[src/inc/fss_defs.vh]
// Constants for the frequency slope protection stage
// Function
// - The stage enters its started state only after the absolute slope has stayed above the setting for 80 ms.
// - After entering the started state the start output rises only once a further 60 ms has passed.
// - At operate delay expiry the stage trips if the average slope since the start is still above the setting.
// - The stage returns to idle after 80 ms of stable slope once the operate delay has expired without a trip.
// - While started the stage does not release on slope fluctuation and keeps averaging from the start instant.
// - With the minimum delay below the operate delay, trip time is setting times operate delay over average slope.
// - In dependent timing the stage never trips sooner than the minimum delay.
// - For slope settings below 0.7 Hz/s an extra lower bound applies to the fastest operate time.
// - The stage holds four setting groups and runs from the selected one.
// - The slope setting spans 0.2 to 10.0 Hz/s in steps of 0.1 Hz/s.
// - Operate delay and minimum delay span 0.14 to 10.00 s in steps of 0.02 s.
// - The stage is blocked by the shared low-voltage block limit of the frequency stages.
// - Blocking applies while the largest line-to-line voltage lies below that limit.
`ifndef FSS_DEFS_VH
`define FSS_DEFS_VH

// Timebase
`define FSS_CLK_NS        40
`define FSS_MS_NS         1000000
`define FSS_MS_CYCLES     (`FSS_MS_NS / `FSS_CLK_NS)

// Stage timing in milliseconds
`define FSS_QUAL_MS       16'd80
`define FSS_START_MS      16'd60
`define FSS_STABLE_MS     16'd80
`define FSS_STEP_MS       16'd20
`define FSS_SENS_MIN_MS   16'd300

// Setting ranges, slope in 0.1 Hz/s, delays in 20 ms steps
`define FSS_SLOPE_SCALE   16'd10
`define FSS_SLOPE_MIN     16'd2
`define FSS_SLOPE_MAX     16'd100
`define FSS_DLY_MIN       16'd7
`define FSS_DLY_MAX       16'd500
`define FSS_SENS_LIMIT    16'd7

// Register offsets
`define FSS_CTRL_ADDR     8'h00
`define FSS_STATUS_ADDR   8'h04
`define FSS_LVB_ADDR      8'h08
`define FSS_ISTAT_ADDR    8'h0C
`define FSS_IMASK_ADDR    8'h10
`define FSS_GRP_FIRST     4'h2
`define FSS_GRP_LAST      4'h5
`define FSS_GRP_SLOPE     4'h0
`define FSS_GRP_TOP       4'h4
`define FSS_GRP_MINIMUM_OPERATE_DELAY      4'h8

// Field positions
`define FSS_CTRL_EN_BIT   0
`define FSS_CTRL_GRP_LSB  1
`define FSS_INT_START     0
`define FSS_INT_TRIP      1
`define FSS_INT_BLOCK     2

// Reset values
`define FSS_CTRL_RST      3'h0
`define FSS_LVB_RST       16'h0000
`define FSS_SLOPE_RST     16'h0005
`define FSS_DLY_RST       16'h001E
`define FSS_IMASK_RST     3'h0

`endif

[src/rtl/fss_tick.v]
// Millisecond enable pulse divider
`timescale 1ns/100ps
module fss_tick #(
    parameter DIV = 25000
) (
    input  wire i_clock,
    input  wire i_rst,
    output reg  o_tick
);
    reg [15:0] cnt_reg;

    // Count up and pulse once per period
    always @(posedge i_clock) begin
        if (i_rst) begin
            cnt_reg <= 16'h0000;
            o_tick  <= 1'b0;
        end else if (cnt_reg == DIV[15:0] - 16'h0001) begin
            cnt_reg <= 16'h0000;
            o_tick  <= 1'b1;
        end else begin
            cnt_reg <= cnt_reg + 16'h0001;
            o_tick  <= 1'b0;
        end
    end
endmodule // fss_tick

[src/rtl/fss_stage.v]
// Frequency slope protection stage with register port
//
// The register offsets and the strobed register port were left to the implementer.
`timescale 1ns/100ps
`include "fss_defs.vh"
module fss_stage #(
    parameter MS_CYCLES = `FSS_MS_CYCLES
) (
    input  wire        i_clock,
    input  wire        i_rst,
    input  wire [7:0]  i_addr,
    input  wire [31:0] i_wdata,
    input  wire        i_wr,
    input  wire        i_rd,
    output reg  [31:0] o_rdata,
    input  wire [15:0] i_slope_abs,
    input  wire [15:0] i_u12,
    input  wire [15:0] i_u23,
    input  wire [15:0] i_u31,
    output reg         o_start,
    output reg         o_trip,
    output wire        o_irq
);
    localparam [1:0] ST_IDLE = 2'h0;
    localparam [1:0] ST_QUAL = 2'h1;
    localparam [1:0] ST_RUN  = 2'h2;
    localparam [1:0] ST_TRIP = 2'h3;

    // Clamp a setting into its range
    function [15:0] clamp;
        input [15:0] v;
        input [15:0] lo;
        input [15:0] hi;
        begin
            if (v < lo) begin
                clamp = lo;
            end else if (v > hi) begin
                clamp = hi;
            end else begin
                clamp = v;
            end
        end
    endfunction

    // Larger of two values
    function [15:0] max2;
        input [15:0] a;
        input [15:0] b;
        begin
            max2 = (a > b) ? a : b;
        end
    endfunction

    reg  [2:0]  ctrl_reg;
    reg  [15:0] lvb_reg;
    reg  [2:0]  istat_reg;
    reg  [2:0]  imask_reg;
    reg  [15:0] slope_set_reg [0:3];
    reg  [15:0] top_set_reg   [0:3];
    reg  [15:0] minimum_operate_delay_set_reg  [0:3];
    reg  [1:0]  state_reg;
    reg  [15:0] qual_reg;
    reg  [15:0] n_reg;
    reg  [31:0] sum_reg;
    reg  [15:0] stable_reg;
    reg         blocked_reg;
    reg  [2:0]  prev_reg;
    wire        tick;
    wire        en;
    wire [1:0]  grp;
    wire [3:0]  page;
    wire [3:0]  page_off;
    wire [1:0]  widx;
    wire        grp_hit;
    wire [15:0] vmax;
    wire [15:0] set10;
    wire [15:0] top_ms;
    wire [15:0] minimum_operate_delay_ms;
    wire [15:0] floor_ms;
    wire        above;
    wire [15:0] n_inc;
    wire [31:0] sum_inc;
    wire [15:0] stable_inc;
    wire [31:0] need_avg;
    wire [31:0] need_dep;
    wire        floor_ok;
    wire        avg_ok;
    wire        law_ok;
    wire        trip_ok;
    wire        idle_ok;
    wire [4:0]  status;
    wire [2:0]  events;
    wire [2:0]  istat_next;
    integer     i;

    fss_tick #(
        .DIV (MS_CYCLES)
    ) u_tick (
        .i_clock (i_clock),
        .i_rst   (i_rst),
        .o_tick  (tick)
    );

    // Selected group settings in working units
    assign en       = ctrl_reg[`FSS_CTRL_EN_BIT];
    assign grp      = ctrl_reg[`FSS_CTRL_GRP_LSB +: 2];
    assign set10    = slope_set_reg[grp] * `FSS_SLOPE_SCALE;
    assign top_ms   = top_set_reg[grp] * `FSS_STEP_MS;
    assign minimum_operate_delay_ms  = minimum_operate_delay_set_reg[grp] * `FSS_STEP_MS;
    assign floor_ms = (slope_set_reg[grp] < `FSS_SENS_LIMIT)
                      ? max2(minimum_operate_delay_ms, `FSS_SENS_MIN_MS) : minimum_operate_delay_ms;

    // Address decode helpers for group pages
    assign page     = i_addr[7:4];
    assign page_off = page - `FSS_GRP_FIRST;
    assign widx     = page_off[1:0];                                   // Pages 2 to 5 give groups 0 to 3
    assign grp_hit  = (page >= `FSS_GRP_FIRST) && (page <= `FSS_GRP_LAST);

    // Largest line-to-line voltage
    assign vmax = max2(max2(i_u12, i_u23), i_u31);

    // Slope comparison, reset ratio one
    assign above = i_slope_abs > set10;

    // Next values of the running average terms
    assign n_inc      = n_reg + 16'h0001;
    assign sum_inc    = sum_reg + {16'h0000, i_slope_abs};
    assign stable_inc = above ? 16'h0000 : stable_reg + 16'h0001;
    assign need_avg   = {16'h0000, set10} * {16'h0000, n_inc};
    assign need_dep   = {16'h0000, set10} * {16'h0000, top_ms};

    // Trip terms: time floor, average above setting, time law
    assign floor_ok = n_inc >= floor_ms;
    assign avg_ok   = sum_inc > need_avg;
    assign law_ok   = (sum_inc >= need_dep) || (n_inc >= top_ms);

    // Trip when all terms hold; idle after the delay and a quiet slope
    assign trip_ok = floor_ok && avg_ok && law_ok;
    assign idle_ok = (n_inc >= top_ms) && (stable_inc >= `FSS_STABLE_MS);

    // Status word: blocked, trip, start, state
    assign status = {blocked_reg, o_trip, o_start, state_reg};

    // Register writes with range clamping
    always @(posedge i_clock) begin
        if (i_rst) begin
            ctrl_reg  <= `FSS_CTRL_RST;
            lvb_reg   <= `FSS_LVB_RST;
            imask_reg <= `FSS_IMASK_RST;
            for (i = 0; i < 4; i = i + 1) begin
                slope_set_reg[i] <= `FSS_SLOPE_RST;
                top_set_reg[i]   <= `FSS_DLY_RST;
                minimum_operate_delay_set_reg[i]  <= `FSS_DLY_RST;
            end
        end else if (i_wr) begin
            if (i_addr == `FSS_CTRL_ADDR) begin
                ctrl_reg <= i_wdata[2:0];
            end else if (i_addr == `FSS_LVB_ADDR) begin
                lvb_reg <= i_wdata[15:0];
            end else if (i_addr == `FSS_IMASK_ADDR) begin
                imask_reg <= i_wdata[2:0];
            end else if (grp_hit && i_addr[3:0] == `FSS_GRP_SLOPE) begin
                slope_set_reg[widx] <= clamp(i_wdata[15:0], `FSS_SLOPE_MIN, `FSS_SLOPE_MAX);
            end else if (grp_hit && i_addr[3:0] == `FSS_GRP_TOP) begin
                top_set_reg[widx] <= clamp(i_wdata[15:0], `FSS_DLY_MIN, `FSS_DLY_MAX);
            end else if (grp_hit && i_addr[3:0] == `FSS_GRP_MINIMUM_OPERATE_DELAY) begin
                minimum_operate_delay_set_reg[widx] <= clamp(i_wdata[15:0], `FSS_DLY_MIN, `FSS_DLY_MAX);
            end
        end
    end

    // Read data one cycle after the strobe
    always @(posedge i_clock) begin
        if (i_rst) begin
            o_rdata <= 32'h00000000;
        end else if (i_rd) begin
            if (i_addr == `FSS_CTRL_ADDR) begin
                o_rdata <= {29'h00000000, ctrl_reg};
            end else if (i_addr == `FSS_STATUS_ADDR) begin
                o_rdata <= {27'h0000000, status};
            end else if (i_addr == `FSS_LVB_ADDR) begin
                o_rdata <= {16'h0000, lvb_reg};
            end else if (i_addr == `FSS_ISTAT_ADDR) begin
                o_rdata <= {29'h00000000, istat_reg};
            end else if (i_addr == `FSS_IMASK_ADDR) begin
                o_rdata <= {29'h00000000, imask_reg};
            end else if (grp_hit && i_addr[3:0] == `FSS_GRP_SLOPE) begin
                o_rdata <= {16'h0000, slope_set_reg[widx]};
            end else if (grp_hit && i_addr[3:0] == `FSS_GRP_TOP) begin
                o_rdata <= {16'h0000, top_set_reg[widx]};
            end else if (grp_hit && i_addr[3:0] == `FSS_GRP_MINIMUM_OPERATE_DELAY) begin
                o_rdata <= {16'h0000, minimum_operate_delay_set_reg[widx]};
            end else begin
                o_rdata <= 32'h00000000;
            end
        end else begin
            o_rdata <= 32'h00000000;
        end
    end

    // Shared low-voltage block
    always @(posedge i_clock) begin
        if (i_rst) begin
            blocked_reg <= 1'b0;
        end else begin
            blocked_reg <= vmax < lvb_reg;
        end
    end

    // Stage sequence, advanced on the millisecond tick
    always @(posedge i_clock) begin
        if (i_rst) begin
            state_reg  <= ST_IDLE;
            qual_reg   <= 16'h0000;
            n_reg      <= 16'h0000;
            sum_reg    <= 32'h00000000;
            stable_reg <= 16'h0000;
            o_start    <= 1'b0;
            o_trip     <= 1'b0;
        end else if (blocked_reg || !en) begin
            state_reg  <= ST_IDLE;
            qual_reg   <= 16'h0000;
            n_reg      <= 16'h0000;
            sum_reg    <= 32'h00000000;
            stable_reg <= 16'h0000;
            o_start    <= 1'b0;
            o_trip     <= 1'b0;
        end else if (tick) begin
            case (state_reg)
                ST_IDLE: begin
                    if (above) begin
                        state_reg <= ST_QUAL;
                        qual_reg  <= 16'h0001;
                    end
                end
                ST_QUAL: begin
                    if (!above) begin
                        state_reg <= ST_IDLE;
                        qual_reg  <= 16'h0000;
                    end else if (qual_reg + 16'h0001 >= `FSS_QUAL_MS) begin
                        state_reg  <= ST_RUN;
                        qual_reg   <= 16'h0000;
                        n_reg      <= 16'h0000;
                        sum_reg    <= 32'h00000000;
                        stable_reg <= 16'h0000;
                    end else begin
                        qual_reg <= qual_reg + 16'h0001;
                    end
                end
                ST_RUN: begin
                    // Keep averaging whatever the instantaneous slope does
                    n_reg      <= n_inc;
                    sum_reg    <= sum_inc;
                    stable_reg <= stable_inc;
                    if (n_inc >= `FSS_START_MS) begin
                        o_start <= 1'b1;
                    end
                    if (trip_ok) begin
                        state_reg <= ST_TRIP;
                        o_trip    <= 1'b1;
                    end else if (idle_ok) begin
                        state_reg  <= ST_IDLE;
                        n_reg      <= 16'h0000;
                        sum_reg    <= 32'h00000000;
                        stable_reg <= 16'h0000;
                        o_start    <= 1'b0;
                    end
                end
                default: begin
                    // Tripped: hold until the slope settles
                    stable_reg <= stable_inc;
                    if (stable_inc >= `FSS_STABLE_MS) begin
                        state_reg  <= ST_IDLE;
                        n_reg      <= 16'h0000;
                        sum_reg    <= 32'h00000000;
                        stable_reg <= 16'h0000;
                        o_start    <= 1'b0;
                        o_trip     <= 1'b0;
                    end
                end
            endcase
        end
    end

    // Rising edges of start, trip and block as events
    assign events[`FSS_INT_START] = o_start & ~prev_reg[`FSS_INT_START];
    assign events[`FSS_INT_TRIP]  = o_trip & ~prev_reg[`FSS_INT_TRIP];
    assign events[`FSS_INT_BLOCK] = blocked_reg & ~prev_reg[`FSS_INT_BLOCK];

    // Sticky status, cleared by reading it; new event wins
    assign istat_next = ((i_rd && i_addr == `FSS_ISTAT_ADDR) ? 3'h0 : istat_reg) | events;

    always @(posedge i_clock) begin
        if (i_rst) begin
            prev_reg  <= 3'h0;
            istat_reg <= 3'h0;
        end else begin
            prev_reg  <= {blocked_reg, o_trip, o_start};
            istat_reg <= istat_next;
        end
    end

    // Level interrupt from unmasked status
    assign o_irq = |(istat_reg & imask_reg);
endmodule // fss_stage

[config.mk]
export PLATFORM = sky130hd
export DESIGN_NAME = fss_stage
export DESIGN_NICKNAME = d
export VERILOG_FILES = /design/src/rtl/fss_tick.v /design/src/rtl/fss_stage.v
export VERILOG_INCLUDE_DIRS = /design/src /design/src/inc
export SDC_FILE = /design/constraint.sdc
export NUM_CORES = 2
export LEC_CHECK = 0
export BUFFER_PORTS_ARGS = -buffer_cell sky130_fd_sc_hd__clkbuf_2
export CAP_MARGIN = 20
export CORE_MARGIN = 2
export CORE_UTILIZATION = 55
export DETAILED_ROUTE_END_ITERATION = 7
export GPL_TIMING_DRIVEN = 0
export PLACE_DENSITY = 0.82
export SLEW_MARGIN = 40
export SYNTH_ARGS = -nofsm -noshare
export SYNTH_HDL_FRONTEND = slang
export SYNTH_HIERARCHICAL = 1
export SYNTH_SLANG_ARGS = --single-unit
[constraint.sdc]
create_clock -name i_clock -period 17.3 [get_ports i_clock]
set_clock_uncertainty 0.1 [all_clocks]
set_input_delay 0 -clock i_clock [delete_from_list [all_inputs] [get_ports i_clock]]
set_output_delay 0 -clock i_clock [all_outputs]
set_load 0.03 [all_outputs]
==> results.yml <==
run_status:
  status: "finished, violations left"
  violations: "design-rule violations"
timing:
  slew_headroom: 0.373
  finalSetupTns_ns: 0
  fin_crit_sh: 0.908
  setup_viol: 0
  finalHoldViolCount: 0
  fmax_mhz: 63.6
  slew_viol_final: 0
  min_period_ns: 15.71
  rsz0062_at_grt: "no"
  tightest_slew_ns: 0.934
floorplanning:
  core-area_mm2: 0.0670
  num_rows: 95
  die_h_um: 264
  ioPinCount: 143
  die_w_um: 264
  die_area_mm2: 0.0697
  start_util: 0.554
clocking:
  path_clk_slew_ns: 0.06
  cts_root_buffer: "clkbuf_16"
  htree_levels: 2
  clock-sinks: 340
  clk-insertion-delay-late_ns: 0.60
  cts_setup_buffers: 0
  cts_tree: "built"
  cts_inserted_buffers: 38
  cts_buffer_depth: 3
worst_setup_path:
  worst-setup-path-type: "reg2reg"
  path_common_cell: "inv_1"
  cpPeakStageDelay_ns: 0.79
  critPathCaptureType: "flip-flop"
  start_kind: "flip-flop"
  path_max_fanout: 10
  crit_slowest_cell: "a2111oi_0"
  required_ns: 17.68
  cp.arrival_ns: 16.09
synth:
  async_flop_share: 0
  yosysMostFrequentCell: "inv_1"
  synth_ff_type: "edfxtp_1"
  synth_top_area_share: 0.181
  synth_seq_cells: 340
  synth.area.top_cells: "fa_1, edfxtp_1, ha_1, dfxtp_1, inv_1"
  netlist_instances: 3924
  synth-edff-count: 192
  synth_warnings: 6
  avgSynthCellArea_um2: 9.47
  synth_top_area_cell: "fa_1"
  synthDistinctLibCells: 109
  yosys-top-cells-count: "inv_1, nand2_1, ha_1"
  syn_area_mm2: 0.0372
  synth-seq-area-share: 0.235
route:
  ant_nets: 0
  dr.first_iter.drc_count: 3339
  wl_per_cell_um: 20.9
  drtPass1Iterations: 8
  drc: 1
  via_count: 31100
  wl_um: 107000
  vias_per_cell: 6.08
grt:
  grt.met3_usage: 0.0706
  grt_pass1_vias: 30700
  grtUsageTotal: 0.308
  grt-busiest-layer: "met2"
  grt_overflow_total: 0
  use_met1: 0.388
  grt_max_degree: 17
  grt_pass1_wl_um: 167000
  antenna_found_initial: 0
  use_met2: 0.480
final_layout:
  multi_input_area_mm2: 0.0263
  antennaDiodeCount: 0
  final_nets: 5086
  fillers: 5394
  drive_above_1_share: 0.102
  seq_area_mm2: 0.00873
  syn2layout_area_growth_pct: 10.3
hold_path:
  hold_class: "in2reg"
placed_design:
  gp_congestion: 0.935
  detailed_place_hpwl_um: 83300
  io_buffers: 107
flow_run:
  max_cap_viol_count: 0
## metal layers
layer	vias to the layer above	wire, µm
li1	13800	-
met1	15100	39800
met2	1775	47800
met3	435	11400
met4	0	8090
met5	-	0
## final timing paths
kind,startpoint,to,slack (ns),depth (start not counted)
setup / recovery,flip-flop,n_reg[3]$_SDFFE_PP0P_,1.59,50
hold / removal,i_slope_abs[6],sum_reg[6]$_SDFFE_PP0P_,0.002,4
setup reg to reg,flip-flop,n_reg[3]$_SDFFE_PP0P_,1.59,50
hold reg to reg,lvb_reg[1]$_SDFFE_PP0P_,lvb_reg[1]$_SDFFE_PP0P_,0.36,2
## layout by cell type, fill, tap and decap left out, types with 24 or more instances in the layout
| cell | synthesis | final |
|---|---|---|
| nand4_1 | 54 | 54 |
| a31oi_1 | 28 | 28 |
| clkbuf_1 | 103 | 101 |
| dfxtp_1 | 148 | 148 |
| o21a_1 | 24 | 24 |
| nand2_1 | 447 | 447 |
| conb_1 | 1 | 108 |
| xnor2_1 | 91 | 82 |
| xor2_1 | 52 | 47 |
| and3_1 | 40 | 40 |
| o21ai_0 | 94 | 92 |
| nor3_1 | 42 | 41 |
| a21oi_1 | 162 | 162 |
| mux4_2 | 86 | 86 |
| mux2_2 | 35 | 35 |
| nor2_1 | 384 | 382 |
| and2_1 | 31 | 31 |
| a21o_1 | 68 | 68 |
| clkbuf_2 | 2 | 119 |
| ha_1 | 429 | 429 |
| fa_1 | 337 | 337 |
| nor2b_1 | 28 | 28 |
| inv_1 | 518 | 520 |
| nand3_1 | 65 | 65 |
| edfxtp_1 | 192 | 192 |
| a22o_1 | 27 | 27 |
| a22oi_1 | 32 | 32 |
| buf_2 | 21 | 25 |
| dlygate4sd3_1 | 0 | 33 |
| clkbuf_16 | 0 | 38 |
| nand2b_1 | 68 | 61 |
## layout make-up
type | instances | share of cell area
clock buffers | 52 | 0.0264
flip-flops and latches | 340 | 0.213
multi-input cells | 2999 | 0.641
inverters | 534 | 0.0489
plain buffers | 158 | 0.0186
well taps | 873 | 0.0266
clock inverters | 18 | 0.00488
repair buffers | 141 | 0.0212
## critical path, delay by kind of cell, from the launching register on
kind / cells / cell delay (ns)
flops: 1 / 0.48
compound gates: 16 / 4.62
xor+xnor: 2 / 0.82
mux: 1 / 0.36
simple gates: 9 / 2.07
buf+inv: 11 / 2.37
fa+ha+maj: 11 / 4.69
## metrics by stage
step	hold WS, ns	setup slack [ns]	util	instance area [µm²]	cells
final	0.00164	1.59	0.612	41000	5115
after detailed placement	0.161	2.18	0.587	39400	5012
after global routing	0.0403	0.987	0.612	41000	5115
after CTS	0.0123	2.05	0.611	41000	5115
after global placement	0.148	1.78	0.585	39200	5011
after floorplan	-0.0283	5.92	-	37600	4031
## repair_timing
action,CTS,global route
hold buffers,33,0
resized for setup,0,0
endpoints found under the hold margin,133,0
## cell families (layout without fill, tap and decap cells)
logic type	after synthesis	count (layout)	synth area share
flops	340	340	0.235
mux	140	140	0.0687
fa+ha+maj	766	766	0.326
compound gates	578	578	0.104
other cells	1	108	0.000101
simple gates	1262	1262	0.158
xor+xnor	145	145	0.0346
buf+inv	692	903	0.0740
Power is not shown: default switching activity piles up to over one toggle a cycle in this logic, so the estimate is an artifact.
